File: src/hdl/csps_pkg.sv
// Purpose: Constants, codes and state layout of the socket present-state block
// Assumes: 100 MHz mclk, Avalon-MM byte addresses on a 5-bit bus
// Notes:   All numbers used by the design live here
package csps_pkg;
	localparam int          CLK_PERIOD_NS  = 10;
	localparam int          IDENT_TIME_NS  = 2000;
	// Least time: round up to whole cycles
	localparam int          IDENT_CYCLES   = (IDENT_TIME_NS + CLK_PERIOD_NS - 1) / CLK_PERIOD_NS;
	localparam int          CNT_W          = 8;

	localparam logic [4:0]  OFS_EVENT      = 5'h00;
	localparam logic [4:0]  OFS_STATUS     = 5'h08;
	localparam logic [4:0]  OFS_FORCE      = 5'h0C;
	localparam logic [4:0]  OFS_POWER      = 5'h14;
	localparam logic [4:0]  OFS_CONFIG     = 5'h18;

	localparam int          BIT_Y_SOCK     = 31;
	localparam int          BIT_X_SOCK     = 30;
	localparam int          BIT_LOW_SOCK   = 29;
	localparam int          BIT_HIGH_SOCK  = 28;
	localparam int          BIT_CAPS_LO    = 10;
	localparam int          BIT_BAD_REQ    = 9;
	localparam int          BIT_LOSS       = 8;
	localparam int          BIT_NOTCARD    = 7;
	localparam int          BIT_READY      = 6;
	localparam int          BIT_WIDE       = 5;
	localparam int          BIT_NARROW     = 4;
	localparam int          BIT_POWERED    = 3;
	localparam int          BIT_DET_B      = 2;
	localparam int          BIT_DET_A      = 1;
	localparam int          BIT_STSCHG     = 0;
	localparam int          BIT_REIDENT    = 14;
	localparam int          BIT_PME_EN     = 0;
	localparam int          BIT_HIGH_DIS   = 1;

	// Event bit order: power, detect b, detect a, status change
	localparam int          EV_POWER       = 3;
	localparam int          EV_DET_B       = 2;
	localparam int          EV_DET_A       = 1;
	localparam int          EV_STSCHG      = 0;

	localparam int          PIN_DET_A      = 0;
	localparam int          PIN_DET_B      = 1;
	localparam int          PIN_STSCHG     = 2;
	localparam int          PIN_READY      = 3;
	localparam int          PIN_VS_LO      = 4;
	localparam int          PIN_W          = 6;

	localparam logic [1:0]  VCC_OFF        = 2'h0;
	localparam logic [1:0]  VCC_HIGH       = 2'h1;
	localparam logic [1:0]  VCC_LOW        = 2'h2;
	localparam logic [1:0]  VCC_BAD        = 2'h3;

	// Identity word {unrecognised, wide bus, narrow, caps y x low high}
	localparam logic [6:0]  ID_VS_3        = 7'h11;
	localparam logic [6:0]  ID_VS_2        = 7'h13;
	localparam logic [6:0]  ID_VS_1        = 7'h22;
	localparam logic [6:0]  ID_VS_0        = 7'h40;

	typedef enum logic [1:0] {
		PH_EMPTY = 2'b00,
		PH_IDENT = 2'b01,
		PH_READY = 2'b10
	} csps_phase_e;

	typedef struct packed {
		logic [PIN_W-1:0] pins_s1;
		logic [PIN_W-1:0] pins_s2;
		logic             stschg_prev;
		logic             ack;
		logic [31:0]      rdata;
		csps_phase_e      phase;
		logic [CNT_W-1:0] cnt;
		logic             det_a;
		logic             det_b;
		logic [3:0]       caps;
		logic             bad_req;
		logic             loss;
		logic             notcard;
		logic             wide;
		logic             narrow;
		logic             powered;
		logic [1:0]       vcc;
		logic [3:0]       events;
		logic             ovr_valid;
		logic [2:0]       ovr;
		logic [1:0]       cfg;
	} csps_state_s;

	localparam csps_state_s CSPS_RESET = '{phase: PH_EMPTY, det_a: 1'b1, det_b: 1'b1,
		pins_s1: 6'h3F, pins_s2: 6'h3F, stschg_prev: 1'b1, default: '0};
endpackage

File: src/hdl/csps_socket_status.sv
// Purpose: Socket present-state register with its event, force, power and config words
// Assumes: Card pins are asynchronous; bus_reset_n comes from mclk logic
// Notes:   Status word read-only; force, event, power and config words beside it
// Notes on behaviour
// RL1: Card caps and type change only on insertion. The code also relatches them when a force write sets bit 14 (re-identify).
// RL2: Detect bits frozen during card identification.
// RL3: Force-event writes show in the status word.
// RL4: Bits 31 and 30 zero unless forced.
// RL5: Bit 29 reads one unless forced.
// RL6: Bit 28 one unless high-supply disable set.
// RL7: Bits 27 to 14 read zero.
// RL8: Bits 13 to 10 card caps, force settable.
// RL9: Context bits survive bus reset under PME.
// RL10: Bit 9 flags an invalid supply request.
// RL11: Bit 8 flags possible loss on removal.
// RL12: Bit 7 unrecognised card, kept until valid.
// RL13: Bit 6 is live ready/interrupt level.
// RL14: Bit 5 wide-bus card, set on interrogation.
// RL15: Bit 4 narrow card, set on interrogation.
// RL16: Bit 3 socket powered state, default zero.
// RL17: Bits 2 and 1 follow detect pins.
// RL18: Bit 0 is live status-change level.
// RL19: Changes of powered, detect, status set events. The code counts only rising status edges for wide-bus cards.
// RL20: Forced detect/power events leave live bits.
// RL21: Writes to the status word are ignored.
//
// Implementation choice: the Avalon-MM interface to the registers.
`timescale 1ns/1ps
module csps_socket_status
	import csps_pkg::*;
(
	input  wire logic        mclk,
	input  wire logic        reset_n,
	input  wire logic        bus_reset_pin_n,
	input  wire logic [4:0]  avs_address,
	input  wire logic        avs_read,
	input  wire logic        avs_write,
	input  wire logic [31:0] avs_writedata,
	input  wire logic [3:0]  avs_byteenable,
	output logic      [31:0] avs_readdata,
	output logic             avs_waitrequest,
	input  wire logic        card_detect_pin_a,
	input  wire logic        card_detect_pin_b,
	input  wire logic        card_status_change_pin,
	input  wire logic        card_ready_interrupt_pin,
	input  wire logic [1:0]  card_voltage_sense,
	input  wire logic        removal_pending,
	output logic      [1:0]  socket_vcc_select
);
	csps_state_s st;
	csps_state_s next_st;
	logic [31:0] status_word;
	logic        bus_req;
	logic        wr_take;
	logic        card_in;
	logic        force_wr;

	function automatic logic hit(input logic [4:0] addr, input logic [4:0] ofs);
		hit = (addr[4:2] == ofs[4:2]);
	endfunction

	function automatic logic [6:0] identify(input logic [1:0] vs);
		unique case (vs)
			2'b11: identify = ID_VS_3;
			2'b10: identify = ID_VS_2;
			2'b01: identify = ID_VS_1;
			2'b00: identify = ID_VS_0;
		endcase
	endfunction

	function automatic logic supply_ok(input logic [1:0] code, input csps_state_s s,
		input logic [31:0] stat);
		supply_ok = (code == VCC_HIGH && stat[BIT_HIGH_SOCK] && s.caps[0]) ||
			(code == VCC_LOW && stat[BIT_LOW_SOCK] && s.caps[1]);
	endfunction

	assign bus_req         = avs_read | avs_write;
	// One wait state: the answer is ready on the second cycle of every request
	assign avs_waitrequest = bus_req & ~st.ack;
	assign wr_take         = avs_write & st.ack;
	assign force_wr        = wr_take & hit(avs_address, OFS_FORCE);
	assign card_in         = ~st.pins_s2[PIN_DET_A] & ~st.pins_s2[PIN_DET_B];
	assign avs_readdata    = st.rdata;
	assign socket_vcc_select = st.vcc;

	always_comb begin
		status_word = '0;                                                    // see RL7
		status_word[BIT_Y_SOCK]   = st.ovr_valid & st.ovr[2];                // see RL4
		status_word[BIT_X_SOCK]   = st.ovr_valid & st.ovr[1];                // see RL4
		status_word[BIT_LOW_SOCK] = st.ovr_valid ? st.ovr[0] : 1'b1;         // see RL5
		status_word[BIT_HIGH_SOCK] = ~st.cfg[BIT_HIGH_DIS];                  // see RL6
		status_word[BIT_CAPS_LO+3:BIT_CAPS_LO] = st.caps;                    // see RL8
		status_word[BIT_BAD_REQ]  = st.bad_req;
		status_word[BIT_LOSS]     = st.loss;
		status_word[BIT_NOTCARD]  = st.notcard;
		status_word[BIT_READY]    = st.pins_s2[PIN_READY];                  // see RL13
		status_word[BIT_WIDE]     = st.wide;
		status_word[BIT_NARROW]   = st.narrow;
		status_word[BIT_POWERED]  = st.powered;                              // see RL16
		status_word[BIT_DET_B]    = st.det_b;                                // see RL17
		status_word[BIT_DET_A]    = st.det_a;                                // see RL17
		status_word[BIT_STSCHG]   = st.pins_s2[PIN_STSCHG];                 // see RL18
	end

	always_comb begin
		next_st = st;
		next_st.pins_s1 = {card_voltage_sense, card_ready_interrupt_pin, card_status_change_pin,
			card_detect_pin_b, card_detect_pin_a};
		next_st.pins_s2     = st.pins_s1;
		next_st.stschg_prev = st.pins_s2[PIN_STSCHG];
		next_st.ack         = bus_req & ~st.ack;

		// Read data is captured on the first cycle and held through the answer
		if (avs_read & ~st.ack) begin
			if (hit(avs_address, OFS_STATUS))
				next_st.rdata = status_word;
			else if (hit(avs_address, OFS_EVENT))
				next_st.rdata = {28'h0000000, st.events};
			else if (hit(avs_address, OFS_POWER))
				next_st.rdata = {30'h00000000, st.vcc};
			else if (hit(avs_address, OFS_CONFIG))
				next_st.rdata = {30'h00000000, st.cfg};
			else
				next_st.rdata = 32'h00000000;
		end

		// The status word has no write path at all              see RL21
		if (wr_take && hit(avs_address, OFS_CONFIG) && avs_byteenable[0])
			next_st.cfg = avs_writedata[1:0];

		unique case (st.phase)
			PH_EMPTY: begin
				if (card_in) begin
					next_st.phase = PH_IDENT;
					next_st.cnt   = '0;
				end
			end
			PH_IDENT: begin
				if (!card_in) begin
					next_st.phase = PH_EMPTY;
				end else if (st.cnt == CNT_W'(IDENT_CYCLES - 1)) begin
					next_st.phase = PH_READY;
					// Caps and type latch only here              see RL1
					if (identify(st.pins_s2[PIN_VS_LO+1:PIN_VS_LO]) == ID_VS_0) begin
						next_st.notcard = 1'b1;                      // see RL12
					end else begin
						{next_st.notcard, next_st.wide, next_st.narrow, next_st.caps} =
							identify(st.pins_s2[PIN_VS_LO+1:PIN_VS_LO]); // see RL14 RL15
					end
				end else begin
					next_st.cnt = st.cnt + CNT_W'(1);
				end
			end
			PH_READY: begin
				if (!card_in) begin
					next_st.phase = PH_EMPTY;
					if (removal_pending)
						next_st.loss = 1'b1;                             // see RL11
				end else if (force_wr && avs_byteenable[1] && avs_writedata[BIT_REIDENT]) begin
					next_st.phase = PH_IDENT;
					next_st.cnt   = '0;
				end
			end
			default: next_st.phase = PH_EMPTY;
		endcase

		// Pin bounces during identification never reach the detect bits
		// Entry is held off too, so an insertion shows only once identified
		if (st.phase != PH_IDENT && next_st.phase != PH_IDENT) begin // see RL2
			next_st.det_a = st.pins_s2[PIN_DET_A];
			next_st.det_b = st.pins_s2[PIN_DET_B];
		end

		// Power drops with the card; a request is judged against socket and card
		if (st.phase != PH_EMPTY && next_st.phase == PH_EMPTY) begin
			next_st.powered = 1'b0;
			next_st.vcc     = VCC_OFF;
		end else if (wr_take && hit(avs_address, OFS_POWER) && avs_byteenable[0]) begin
			if (avs_writedata[1:0] == VCC_OFF) begin
				next_st.powered = 1'b0;
				next_st.vcc     = VCC_OFF;
				next_st.bad_req = 1'b0;
			end else if (card_in && supply_ok(avs_writedata[1:0], st, status_word)) begin
				next_st.powered = 1'b1;                                  // see RL16
				next_st.vcc     = avs_writedata[1:0];
				next_st.bad_req = 1'b0;
			end else begin
				next_st.powered = 1'b0;
				next_st.vcc     = VCC_OFF;
				next_st.bad_req = 1'b1;                                  // see RL10
			end
		end

		// Force writes set bits, but bits 31 to 29 take the written value; detect and power levels are untouched
		if (force_wr) begin                                              // see RL3
			if (avs_byteenable[3]) begin
				next_st.ovr_valid = 1'b1;                                // see RL4 RL5
				next_st.ovr       = avs_writedata[BIT_Y_SOCK:BIT_LOW_SOCK];
			end
			if (avs_byteenable[1]) begin
				next_st.caps    = next_st.caps | avs_writedata[BIT_CAPS_LO+3:BIT_CAPS_LO]; // see RL8
				next_st.bad_req = next_st.bad_req | avs_writedata[BIT_BAD_REQ];
				next_st.loss    = next_st.loss | avs_writedata[BIT_LOSS];
			end
			if (avs_byteenable[0]) begin
				next_st.notcard = next_st.notcard | avs_writedata[BIT_NOTCARD];
				next_st.wide    = next_st.wide | avs_writedata[BIT_WIDE];
				next_st.narrow  = next_st.narrow | avs_writedata[BIT_NARROW];
			end
		end

		// Write-one clears, but an event in the same cycle wins
		if (wr_take && hit(avs_address, OFS_EVENT) && avs_byteenable[0])
			next_st.events = st.events & ~avs_writedata[3:0];
		if (force_wr && avs_byteenable[0])
			next_st.events = next_st.events | avs_writedata[3:0];        // see RL20
		if (next_st.powered != st.powered)
			next_st.events[EV_POWER] = 1'b1;                             // see RL19
		if (next_st.det_b != st.det_b)
			next_st.events[EV_DET_B] = 1'b1;                             // see RL19
		if (next_st.det_a != st.det_a)
			next_st.events[EV_DET_A] = 1'b1;                             // see RL19
		// Wide-bus cards count rising edges only, others both edges
		if (st.pins_s2[PIN_STSCHG] != st.stschg_prev &&
			(!st.wide || st.pins_s2[PIN_STSCHG]))
			next_st.events[EV_STSCHG] = 1'b1;                            // see RL19

		// Bus reset spares context bits while PME is enabled
		if (!bus_reset_pin_n && !st.cfg[BIT_PME_EN]) begin               // see RL9
			next_st.caps    = CSPS_RESET.caps;
			next_st.bad_req = CSPS_RESET.bad_req;
			next_st.loss    = CSPS_RESET.loss;
			next_st.notcard = CSPS_RESET.notcard;
			next_st.wide    = CSPS_RESET.wide;
			next_st.narrow  = CSPS_RESET.narrow;
			next_st.powered = CSPS_RESET.powered;
			next_st.vcc     = CSPS_RESET.vcc;
			next_st.det_a   = CSPS_RESET.det_a;
			next_st.det_b   = CSPS_RESET.det_b;
			next_st.events  = CSPS_RESET.events;
		end

		if (!reset_n)
			next_st = CSPS_RESET;                                        // see RL9
	end

	always_ff @(posedge mclk) begin
		st <= next_st;
	end
endmodule

File: config.mk
export PLATFORM = sky130hd
export DESIGN_NAME = csps_socket_status
export DESIGN_NICKNAME = d
export VERILOG_FILES = /design/src/hdl/csps_pkg.sv /design/src/hdl/csps_socket_status.sv
export SDC_FILE = /design/constraint.sdc
export NUM_CORES = 1
export LEC_CHECK = 0
export BUFFER_PORTS_ARGS = -buffer_cell sky130_fd_sc_hd__buf_2
export CAP_MARGIN = 20
export CORE_ASPECT_RATIO = 1.5
export CORE_MARGIN = 2
export CORE_UTILIZATION = 35
export DETAILED_ROUTE_END_ITERATION = 16
export MAX_ROUTING_LAYER = met4
export SYNTH_ARGS = -nofsm -noshare
export SYNTH_HDL_FRONTEND = slang
export SYNTH_SLANG_ARGS = --single-unit
File: constraint.sdc
create_clock -name mclk -period 5.2 [get_ports mclk]
set_input_delay 0.26 -clock mclk [delete_from_list [all_inputs] [get_ports mclk]]
set_output_delay 0.26 -clock mclk [all_outputs]
set_load 0.005 [all_outputs]
==> results of run 1 <==
[kinds of logic (layout without fill, tap and decap cells)]
family	after synthesis	in the layout	synth area share (%)
compound gates	73	73	16.0
buf+inv	57	82	10.7
xor+xnor	8	8	2.19
fa+ha+maj	9	9	3.51
other cells	1	14	0.117
simple gates	135	135	23.0
mux	10	10	3.24
flops	66	66	41.2
[cell usage after synthesis, types with 2 or more instances]
cell | count | share of area (%)
o21ai_1 | 2 | 0.31
and3_1 | 6 | 1.2
nand2_1 | 26 | 3.0
inv_1 | 10 | 1.2
nand3_1 | 8 | 1.2
ha_1 | 9 | 3.5
buf_4 | 34 | 8.0
a211oi_1 | 2 | 0.47
nand2b_1 | 19 | 3.7
o22ai_1 | 5 | 0.98
a32oi_1 | 2 | 0.55
o211a_1 | 2 | 0.62
nor2b_1 | 20 | 3.9
mux2i_1 | 7 | 2.2
mux2_2 | 3 | 1.1
dfxtp_1 | 66 | 41
a21oi_1 | 9 | 1.4
nor4_1 | 2 | 0.39
o21a_1 | 2 | 0.47
a21boi_0 | 4 | 0.94
nor2_1 | 24 | 2.8
and2_1 | 5 | 0.98
nor4bb_1 | 2 | 0.62
clkbuf_1 | 13 | 1.5
nor3_1 | 5 | 0.78
o21ai_0 | 11 | 1.7
xor2_1 | 7 | 1.9
a31oi_1 | 4 | 0.78
a22oi_1 | 21 | 4.9
nand4_1 | 5 | 0.98
[final cells by class]
| class | count | share of cell area, % |
|---|---|---|
| multi-input cells | 249 | 43.1 |
| flip-flops and latches | 66 | 35.8 |
| well taps | 110 | 3.73 |
| clock inverters | 5 | 2.10 |
| repair buffers | 56 | 7.66 |
| clock buffers | 11 | 6.58 |
| inverters | 10 | 1.02 |
[registers in the layout (all words and copies together) (netlist names)]
signal and flops:
st 46, avs_readdata 18, socket_vcc_select 2
[critical path: stages (launching register included)]
cell,delay [ns]
dfxtp_1,0.41
ha_1,0.28
inv_1,0.15
o41a_1,0.50
o31ai_2,0.28
a21oi_2,0.11
or4b_1,0.50
a31oi_1,0.16
[per-layer routing]
metal  GRT usage, %  wire (um)  vias up
met1           17.6       2910     1163
met2           25.9       3540       47
met5              -          0        -
met4           7.40        163        0
met3           3.57        306       11
li1               -          -     1276
[worst max-delay path by stage]
stage	startpoint	to	depth (start not counted)
2_1_floorplan	st[33]	st[9]	8
4_1_cts	st[32]	st[9]	7
3_3_place_gp	st[32]	st[18]	7
3_5_place_dp	st[33]	st[13]	8
6_report	st[32]	st[9]	7
5_1_grt	st[32]	st[9]	7
[report_power, final]
group / leakage [nW] / switching [W] / internal [W] / total, W
Clock: 0.156 / 0.000210 / 0.000431 / 0.000641
Combinational: 0.788 / 0.0000367 / 0.0000281 / 0.0000649
Sequential: 0.536 / 0.00000538 / 0.000515 / 0.000520
[metrics by stage]
stage	instance area [um^2]	setup WS, ns	hold slack [ns]	instances	utilization (%)
after global placement	3370	2.77	0.396	491	37.9
after detailed placement	3370	2.73	0.393	491	37.9
after CTS	3690	2.71	0.105	507	41.5
after global routing	3690	2.50	0.129	507	41.5
final	3690	2.73	0.116	507	41.5
after floorplan	3250	2.99	0.361	372	-
==> impl_metrics.tcl, run 1 <==
set metrics [dict create \
    ctsHoldBuffers 0 \
    path_clk_slew_ns 0.05 \
    htreeDepth 3 \
    antenna_cells 0 \
    final_cell_mix "66 x dfxtp_1, 55 x buf_2, 26 x nand2_1" \
    hold_start "card_voltage_sense[1]" \
    fp.dieH_um 121 \
    cp_max_fo 7 \
    vias 2497 \
    cellLeakagePower_nw 1.48 \
    cts_resized 0 \
    yosysUniqueCellTypes 54 \
    maxCapViolations 0 \
    pin_count 88 \
    hold_class "primary input to flop" \
    hold_violations 0 \
    cts_setup_buffers 0 \
    grt-ovfl-total 0 \
    status "complete, no violations" \
    clock_sinks 66 \
    multi_input_area_mm2 0.00159 \
    dr.pass1.iters 4 \
    period_share_pct 47.5 \
    criticalPathCategory "flop to flop" \
    drive_gt1_share_pct 20.7 \
    vdd_ir_drop_max_mv 0.198 \
    std_cell_rows 42 \
    async_flop_share_pct 0 \
    grt_pass1_wl_um 11400 \
    fillerInstances 916 \
    synth-seq-area-share_pct 41.2 \
    via_per_inst 4.93 \
    regToRegSetupSlack_ns 2.73 \
    r2r_cells 7 \
    grt_pass1_vias 2376 \
    antenna_found_initial 0 \
    ys_ff_latch 66 \
    clock_path_buffers 2 \
    final_common_cell "dfxtp_1" \
    rsz0062_at_grt "false" \
    dpl.hpwl_um 5230 \
    required_ns 5.45 \
    dieArea_mm2 0.00995 \
    core_area_mm2 0.00888 \
    grt.total_usage_pct 15.7 \
    r2r-end "st[9]" \
    syn_inst 359 \
    place_congestion 0.836 \
    slew_headroom_pct 46.9 \
    min_period_ns 2.47 \
    regToRegStartpoint "st[32]" \
    startpoint_type "flop" \
    cp-end-kind "flop" \
    drtAntennaViolNets 0 \
    netlist_area_mm2 0.00320 \
    portBuffers 55 \
    drtIter0Drc 91 \
    max_freq_ghz 0.405 \
    synth_warnings 0 \
    min_to "st[79]" \
    synth_edf_count 0 \
    syn_avg_cell_area_um2 8.93 \
    drc 0 \
    fin_setup_tns_ns 0 \
    worst_pin_slew_ns 0.797 \
    die_w_um 82.1 \
    clock_skew_ns 0.00449 \
    clk_root_buffer_cell "clkbuf_16" \
    arrival_ns 2.73 \
    syn_to_final_growth_pct 15.2 \
    power.density_mw_per_mm2 332 \
    ys.flop_type "dfxtp_1" \
    power_w 0.00123 \
    wl_um 6920 \
    start_util_pct 36.1 \
    final_max_slew_viol_count 0 \
    setup_viol 0 \
    clk_latency_ns 0.33 \
    hold_depth 2 \
    grt_max_degree 46 \
    ff_latch_area_mm2 0.00132 \
    numCtsBuffers 9 \
    cts_tree "built" \
    nets 454 \
    wl_per_cell_um 13.6 \
]
(Power assumes the default switching activity.)
==> inputs of run 2 (changes only) <==
clock period = 2 ns   (was 5.2 ns; I/O delays follow)
==> impl_metrics.tcl, run 2 (same netlist as run 1, synthesis figures left out) <==
set metrics [dict create \
    antenna_cells 0 \
    portBuffers 55 \
    setup_slack_ns -0.153 \
    vdd_ir_drop_max_mv 0.527 \
    hold_class "primary input to flop" \
    wl_per_cell_um 14.3 \
    nets 508 \
    dieArea_mm2 0.00995 \
    criticalPathCategory "flop to flop" \
    grt.total_usage_pct 17.3 \
    hold_violations 0 \
    p_seq_share_pct 44.3 \
    grt_pass1_vias 2687 \
    cp_max_fo 3 \
    dpl.hpwl_um 6020 \
    power.switching_w 0.000666 \
    hold_depth 3 \
    final_common_cell "dfxtp_1" \
    power.density_mw_per_mm2 723 \
    violations "setup timing" \
    rsz0062_at_grt "true" \
    clock_path_buffers 2 \
    switching_share_pct 21.8 \
    syn_to_final_growth_pct 31.7 \
    clkPwrFrac_pct 48.7 \
    r2r_cells 6 \
    grt_pass1_wl_um 12500 \
    combPwrFrac_pct 7.0 \
    hold_start "avs_writedata[4]" \
    top_register "st" \
    stdcell_count 559 \
    crit_slowest_cell "or4b_1" \
    intPower_w 0.00238 \
    cp_cell_sequence "or3_4 > o41a_1 > o31ai_4 > a21oi_4 > or4b_1 > a31oi_1" \
    antenna_found_initial 0 \
    arrival_ns 2.41 \
    path_buf_inv 0 \
    die_w_um 82.1 \
    hold_slack_ns 0.0125 \
    clock_sinks 66 \
    max_freq_ghz 0.465 \
    regToRegStartpoint "st[29]" \
    clk_latency_ns 0.33 \
    min_period_ns 2.15 \
    period_share_pct 108 \
    drtAntennaViolNets 0 \
    clk_root_buffer_cell "clkbuf_16" \
    slowest_delay_ns 0.50 \
    clock_skew_ns 0.00399 \
    start_util_pct 36.1 \
    numCtsBuffers 9 \
    fillerInstances 879 \
    cp-end-kind "flop" \
    fp.dieH_um 121 \
    path_clk_slew_ns 0.05 \
    core_area_mm2 0.00888 \
    drive_gt1_share_pct 33.2 \
    via_per_inst 4.88 \
    drtIter0Drc 141 \
    crit_family "simple AND/OR/NAND/NOR gates" \
    drc 0 \
    largest_register_ffs 46 \
    place_congestion 0.857 \
    placed_cells 531 \
    cts_tree "built" \
    final_cell_mix "58 x dfxtp_1, 55 x buf_2, 44 x buf_4" \
    fin_setup_tns_ns -0.473 \
    cellLeakagePower_nw 1.74 \
    wl_um 7980 \
    final_max_slew_viol_count 0 \
    cp.depth 6 \
    required_ns 2.26 \
    status "complete, but fails checks" \
    pin_count 88 \
    power_w 0.00305 \
    maxCapViolations 0 \
    setup_viol 5 \
    std_cell_rows 42 \
    htreeDepth 3 \
    dr.pass1.iters 4 \
    vias 2727 \
    crit_start "st[29]" \
    startpoint_type "flop" \
    post-route-util_pct 47.5 \
    grt_max_degree 27 \
    grt-ovfl-total 0 \
]
==> run 2: cell count changes in the layout (fill, tap and decap cells not counted), moves of 4 or more <==
| cell | change |
|---|---|
| dfxtp_1 | -8 |
| ha_1 | -4 |
| dlygate4sd3_1 | +8 |
| o21ai_0 | -5 |
| dfxtp_2 | +7 |
| buf_4 | +43 |
==> run 2: worst min-delay path: cells and delay by family <==
family | cells | cell delay (ns)
buf+inv | 1 | 0.10
simple gates | 1 | 0.05
compound gates | 1 | 0.05
==> run 2: stage by stage <==
stage	setup slack [ns]	area (um^2)
2_1_floorplan	-0.0230	3280
6_report	-0.153	4220
5_1_grt	-0.239	4220
4_1_cts	-0.0868	4070
3_3_place_gp	-0.0416	3690
3_5_place_dp	-0.0964	3690
==> run 2: layer usage <==
| metal | up-vias | GRT usage (%) | wire length [um] |
|---|---|---|---|
| li1 | 1384 | - | - |
| met1 | 1253 | 17.8 | 3170 |
| met2 | 69 | 28.7 | 4120 |
| met3 | 21 | 4.54 | 376 |
| met4 | 0 | 10.7 | 302 |
| met5 | - | - | 0 |
==> run 2: cell type report <==
| class | instances | area (um^2) | area share, % |
|---|---|---|---|
| Tap cell | 110 | 138 | 3.26 |
| Sequential cell | 66 | 1330 | 31.6 |
| Clock buffer | 10 | 229 | 5.43 |
| Clock inverter | 4 | 45.0 | 1.07 |
| Timing Repair Buffer | 110 | 728 | 17.3 |
| Inverter | 10 | 37.5 | 0.889 |
| Multi-Input combinational cell | 249 | 1710 | 40.5 |
==> run 2: path summary, 6_finish.rpt <==
check / to / slack [ns]
setup reg to reg: st[9] / -0.15
hold / removal: st[13] / 0.01
hold reg to reg: st[69] / 0.40
setup / recovery: st[9] / -0.15
==> run 2: timing repair <==
action,in CTS,in global routing
pin swaps,0,9
setup endpoints to repair,9,21
buffers inserted,1,5
gates cloned,0,0
hold buffers,8,0
resized for setup,2,27
hold endpoints to repair,8,0
==> run 2: power by group through the flow <==
stage	clock network, W	registers (W)	logic [W]
CTS	0.00153	0.00135	0.000208
floorplan	0	0.00138	0.000129
global placement	0	0.00138	0.000193
global route	0.00159	0.00135	0.000238
detailed placement	0	0.00138	0.000196
finish	0.00149	0.00135	0.000214
==> inputs of run 3 (changes only) <==
ABC_AREA = 1   (was unset)
==> impl_metrics.tcl, run 3 <==
set metrics [dict create \
    status "complete, no violations" \
    synth_xor_area_share_pct 0.810 \
    final_common_cell "nand2_1" \
    syn_to_final_growth_pct 19.4 \
    power.density_mw_per_mm2 836 \
    stdcell_count 609 \
    grt_max_degree 25 \
    yosysMostFrequentCell "nand2_1" \
    syn_avg_cell_area_um2 7.35 \
    ys_ff_latch 66 \
    nets 554 \
    final_max_slew_viol_count 0 \
    hold_class "primary input to flop" \
    setup_viol 0 \
    largest_register_ffs 46 \
    synthAdderAreaFrac_pct 3.47 \
    arrival_ns 2.12 \
    drtIter0Drc 147 \
    top_register "st" \
    synth_warnings 0 \
    start_util_pct 35.5 \
    clock_skew_ns 0.00620 \
    period_share_pct 92.7 \
    power_w 0.00324 \
    min_period_ns 1.85 \
    clock_sinks 66 \
    htreeDepth 3 \
    synth_edf_count 0 \
    final_cell_mix "86 x nand2_1, 66 x dfxtp_1, 57 x inv_1" \
    cts_tree "built" \
    regToRegSetupSlack_ns 0.15 \
    syn_inst 441 \
    clk_root_buffer_cell "clkbuf_16" \
    yosysUniqueCellTypes 35 \
    grt_pass1_vias 2557 \
    wl_per_cell_um 12.3 \
    cellLeakagePower_nw 1.78 \
    maxCapViolations 0 \
    max_freq_ghz 0.539 \
    clk_latency_ns 0.33 \
    synth_area_leader_cell "dfxtp_1" \
    placed_cells 586 \
    drc 0 \
    required_ns 2.26 \
    numCtsBuffers 9 \
    vdd_ir_drop_max_mv 0.534 \
    antenna_cells 0 \
    path_clk_slew_ns 0.06 \
    async_flop_share_pct 0 \
    clock_path_buffers 2 \
    dpl.hpwl_um 5770 \
    antenna_found_initial 0 \
    die_w_um 82.6 \
    synth.top_cell.area_share_pct 40.7 \
    portBuffers 55 \
    synthTopCellsByCount "86 x nand2_1, 66 x dfxtp_1, 57 x inv_1, 36 x a21oi_1, 34 x buf_4" \
    grt.total_usage_pct 16.1 \
    r2r_cells 11 \
    crit_start "st[33]" \
    cp_max_fo 7 \
    drtAntennaViolNets 0 \
    place_congestion 0.881 \
    criticalPathCategory "flop to flop" \
    wl_um 7510 \
    synthMuxAreaShare_pct 0 \
    yosys.area_share.simple_pct 25.9 \
    dr.pass1.iters 4 \
    startpoint_type "flop" \
    dieArea_mm2 0.0101 \
    grt-ovfl-total 0 \
    drive_gt1_share_pct 22.3 \
    std_cell_rows 43 \
    cp-end-kind "flop" \
    core_area_mm2 0.00915 \
    post-route-util_pct 42.3 \
    synth_top_family_by_area "simple AND/OR/NAND/NOR gates" \
    via_per_inst 4.62 \
    ys.flop_type "dfxtp_1" \
    hold_depth 3 \
    synth-seq-area-share_pct 40.7 \
    hold_start "avs_writedata[12]" \
    vias 2812 \
    synth-compound-area-share_pct 13.1 \
    grt_pass1_wl_um 11700 \
    netlist_area_mm2 0.00324 \
    pin_count 88 \
    synth_area_leaders "dfxtp_1 41%, nand2_1 10%, buf_4 7.9%" \
    hold_violations 0 \
    fp.dieH_um 122 \
    regToRegStartpoint "st[33]" \
]
## run 3: worst max-delay path, stage by stage (launching register included)
cell	delay, ns
dfxtp_1	0.36
inv_1	0.09
ha_1	0.27
nor2_1	0.16
nand2_1	0.08
a21oi_2	0.17
nand3_4	0.13
inv_4	0.11
nand2_1	0.08
o21ai_1	0.14
nand3_1	0.07
a31oi_1	0.14
## run 3: metrics by stage
| stage | setup slack (ns) | setup TNS, ns | area (um^2) | hold slack (ns) |
|---|---|---|---|---|
| after floorplan | 0.331 | 0 | 3290 | 0.207 |
| after global placement | 0.137 | 0 | 3480 | 0.287 |
| after detailed placement | 0.0843 | 0 | 3480 | 0.288 |
| after CTS | 0.0816 | 0 | 3850 | 0.00318 |
| after global routing | -0.0228 | -0.0473 | 3870 | 0.0120 |
| final | 0.145 | 0 | 3870 | 0.0159 |
## run 3: report_power, final
| part | internal [W] | total, W | switching [W] |
|---|---|---|---|
| sequential | 0.00136 | 0.00138 | 0.0000236 |
| clock | 0.00104 | 0.00161 | 0.000578 |
| combinational | 0.000102 | 0.000238 | 0.000136 |
| total | 0.00250 | 0.00324 | 0.000738 |
## run 3: path summary, 6_finish.rpt
check / end
worst min register to register: st[71]
worst max register to register: st[29]
worst min-delay path: st[20]
worst max-delay path: st[29]
## run 3: logic make-up after synthesis
kind of cell / Yosys count
simple gates: 181
buf+inv: 102
compound gates: 79
flops: 66
fa+ha+maj: 9
xor+xnor: 3
other cells: 1
## run 3: area by class of cell
cell class,count,area [um^2]
Clock buffer,11,253
Clock inverter,5,62.6
Fill cell,979,5270
Inverter,59,224
Multi-Input combinational cell,286,1470
Sequential cell,66,1320
Tap cell,112,140
Timing Repair Buffer,70,403
## run 3: what timing repair did
| item | 4_1_cts | 5_1_grt |
|---|---|---|
| endpoints found under the hold margin | 6 | 0 |
| hold buffers | 6 | 0 |
| buffers inserted | 0 | 1 |
| gates resized for setup | 0 | 3 |
| setup endpoints to repair | 0 | 10 |
## run 3: metal layers
layer | vias to the layer above | GRT usage (%) | part of all wire (%)
met2 | 74 | 24.8 | 47
met5 | - | - | 0
met1 | 1252 | 18.6 | 43
li1 | 1470 | - | -
met4 | 0 | 8.91 | 4.0
met3 | 16 | 4.37 | 5.1
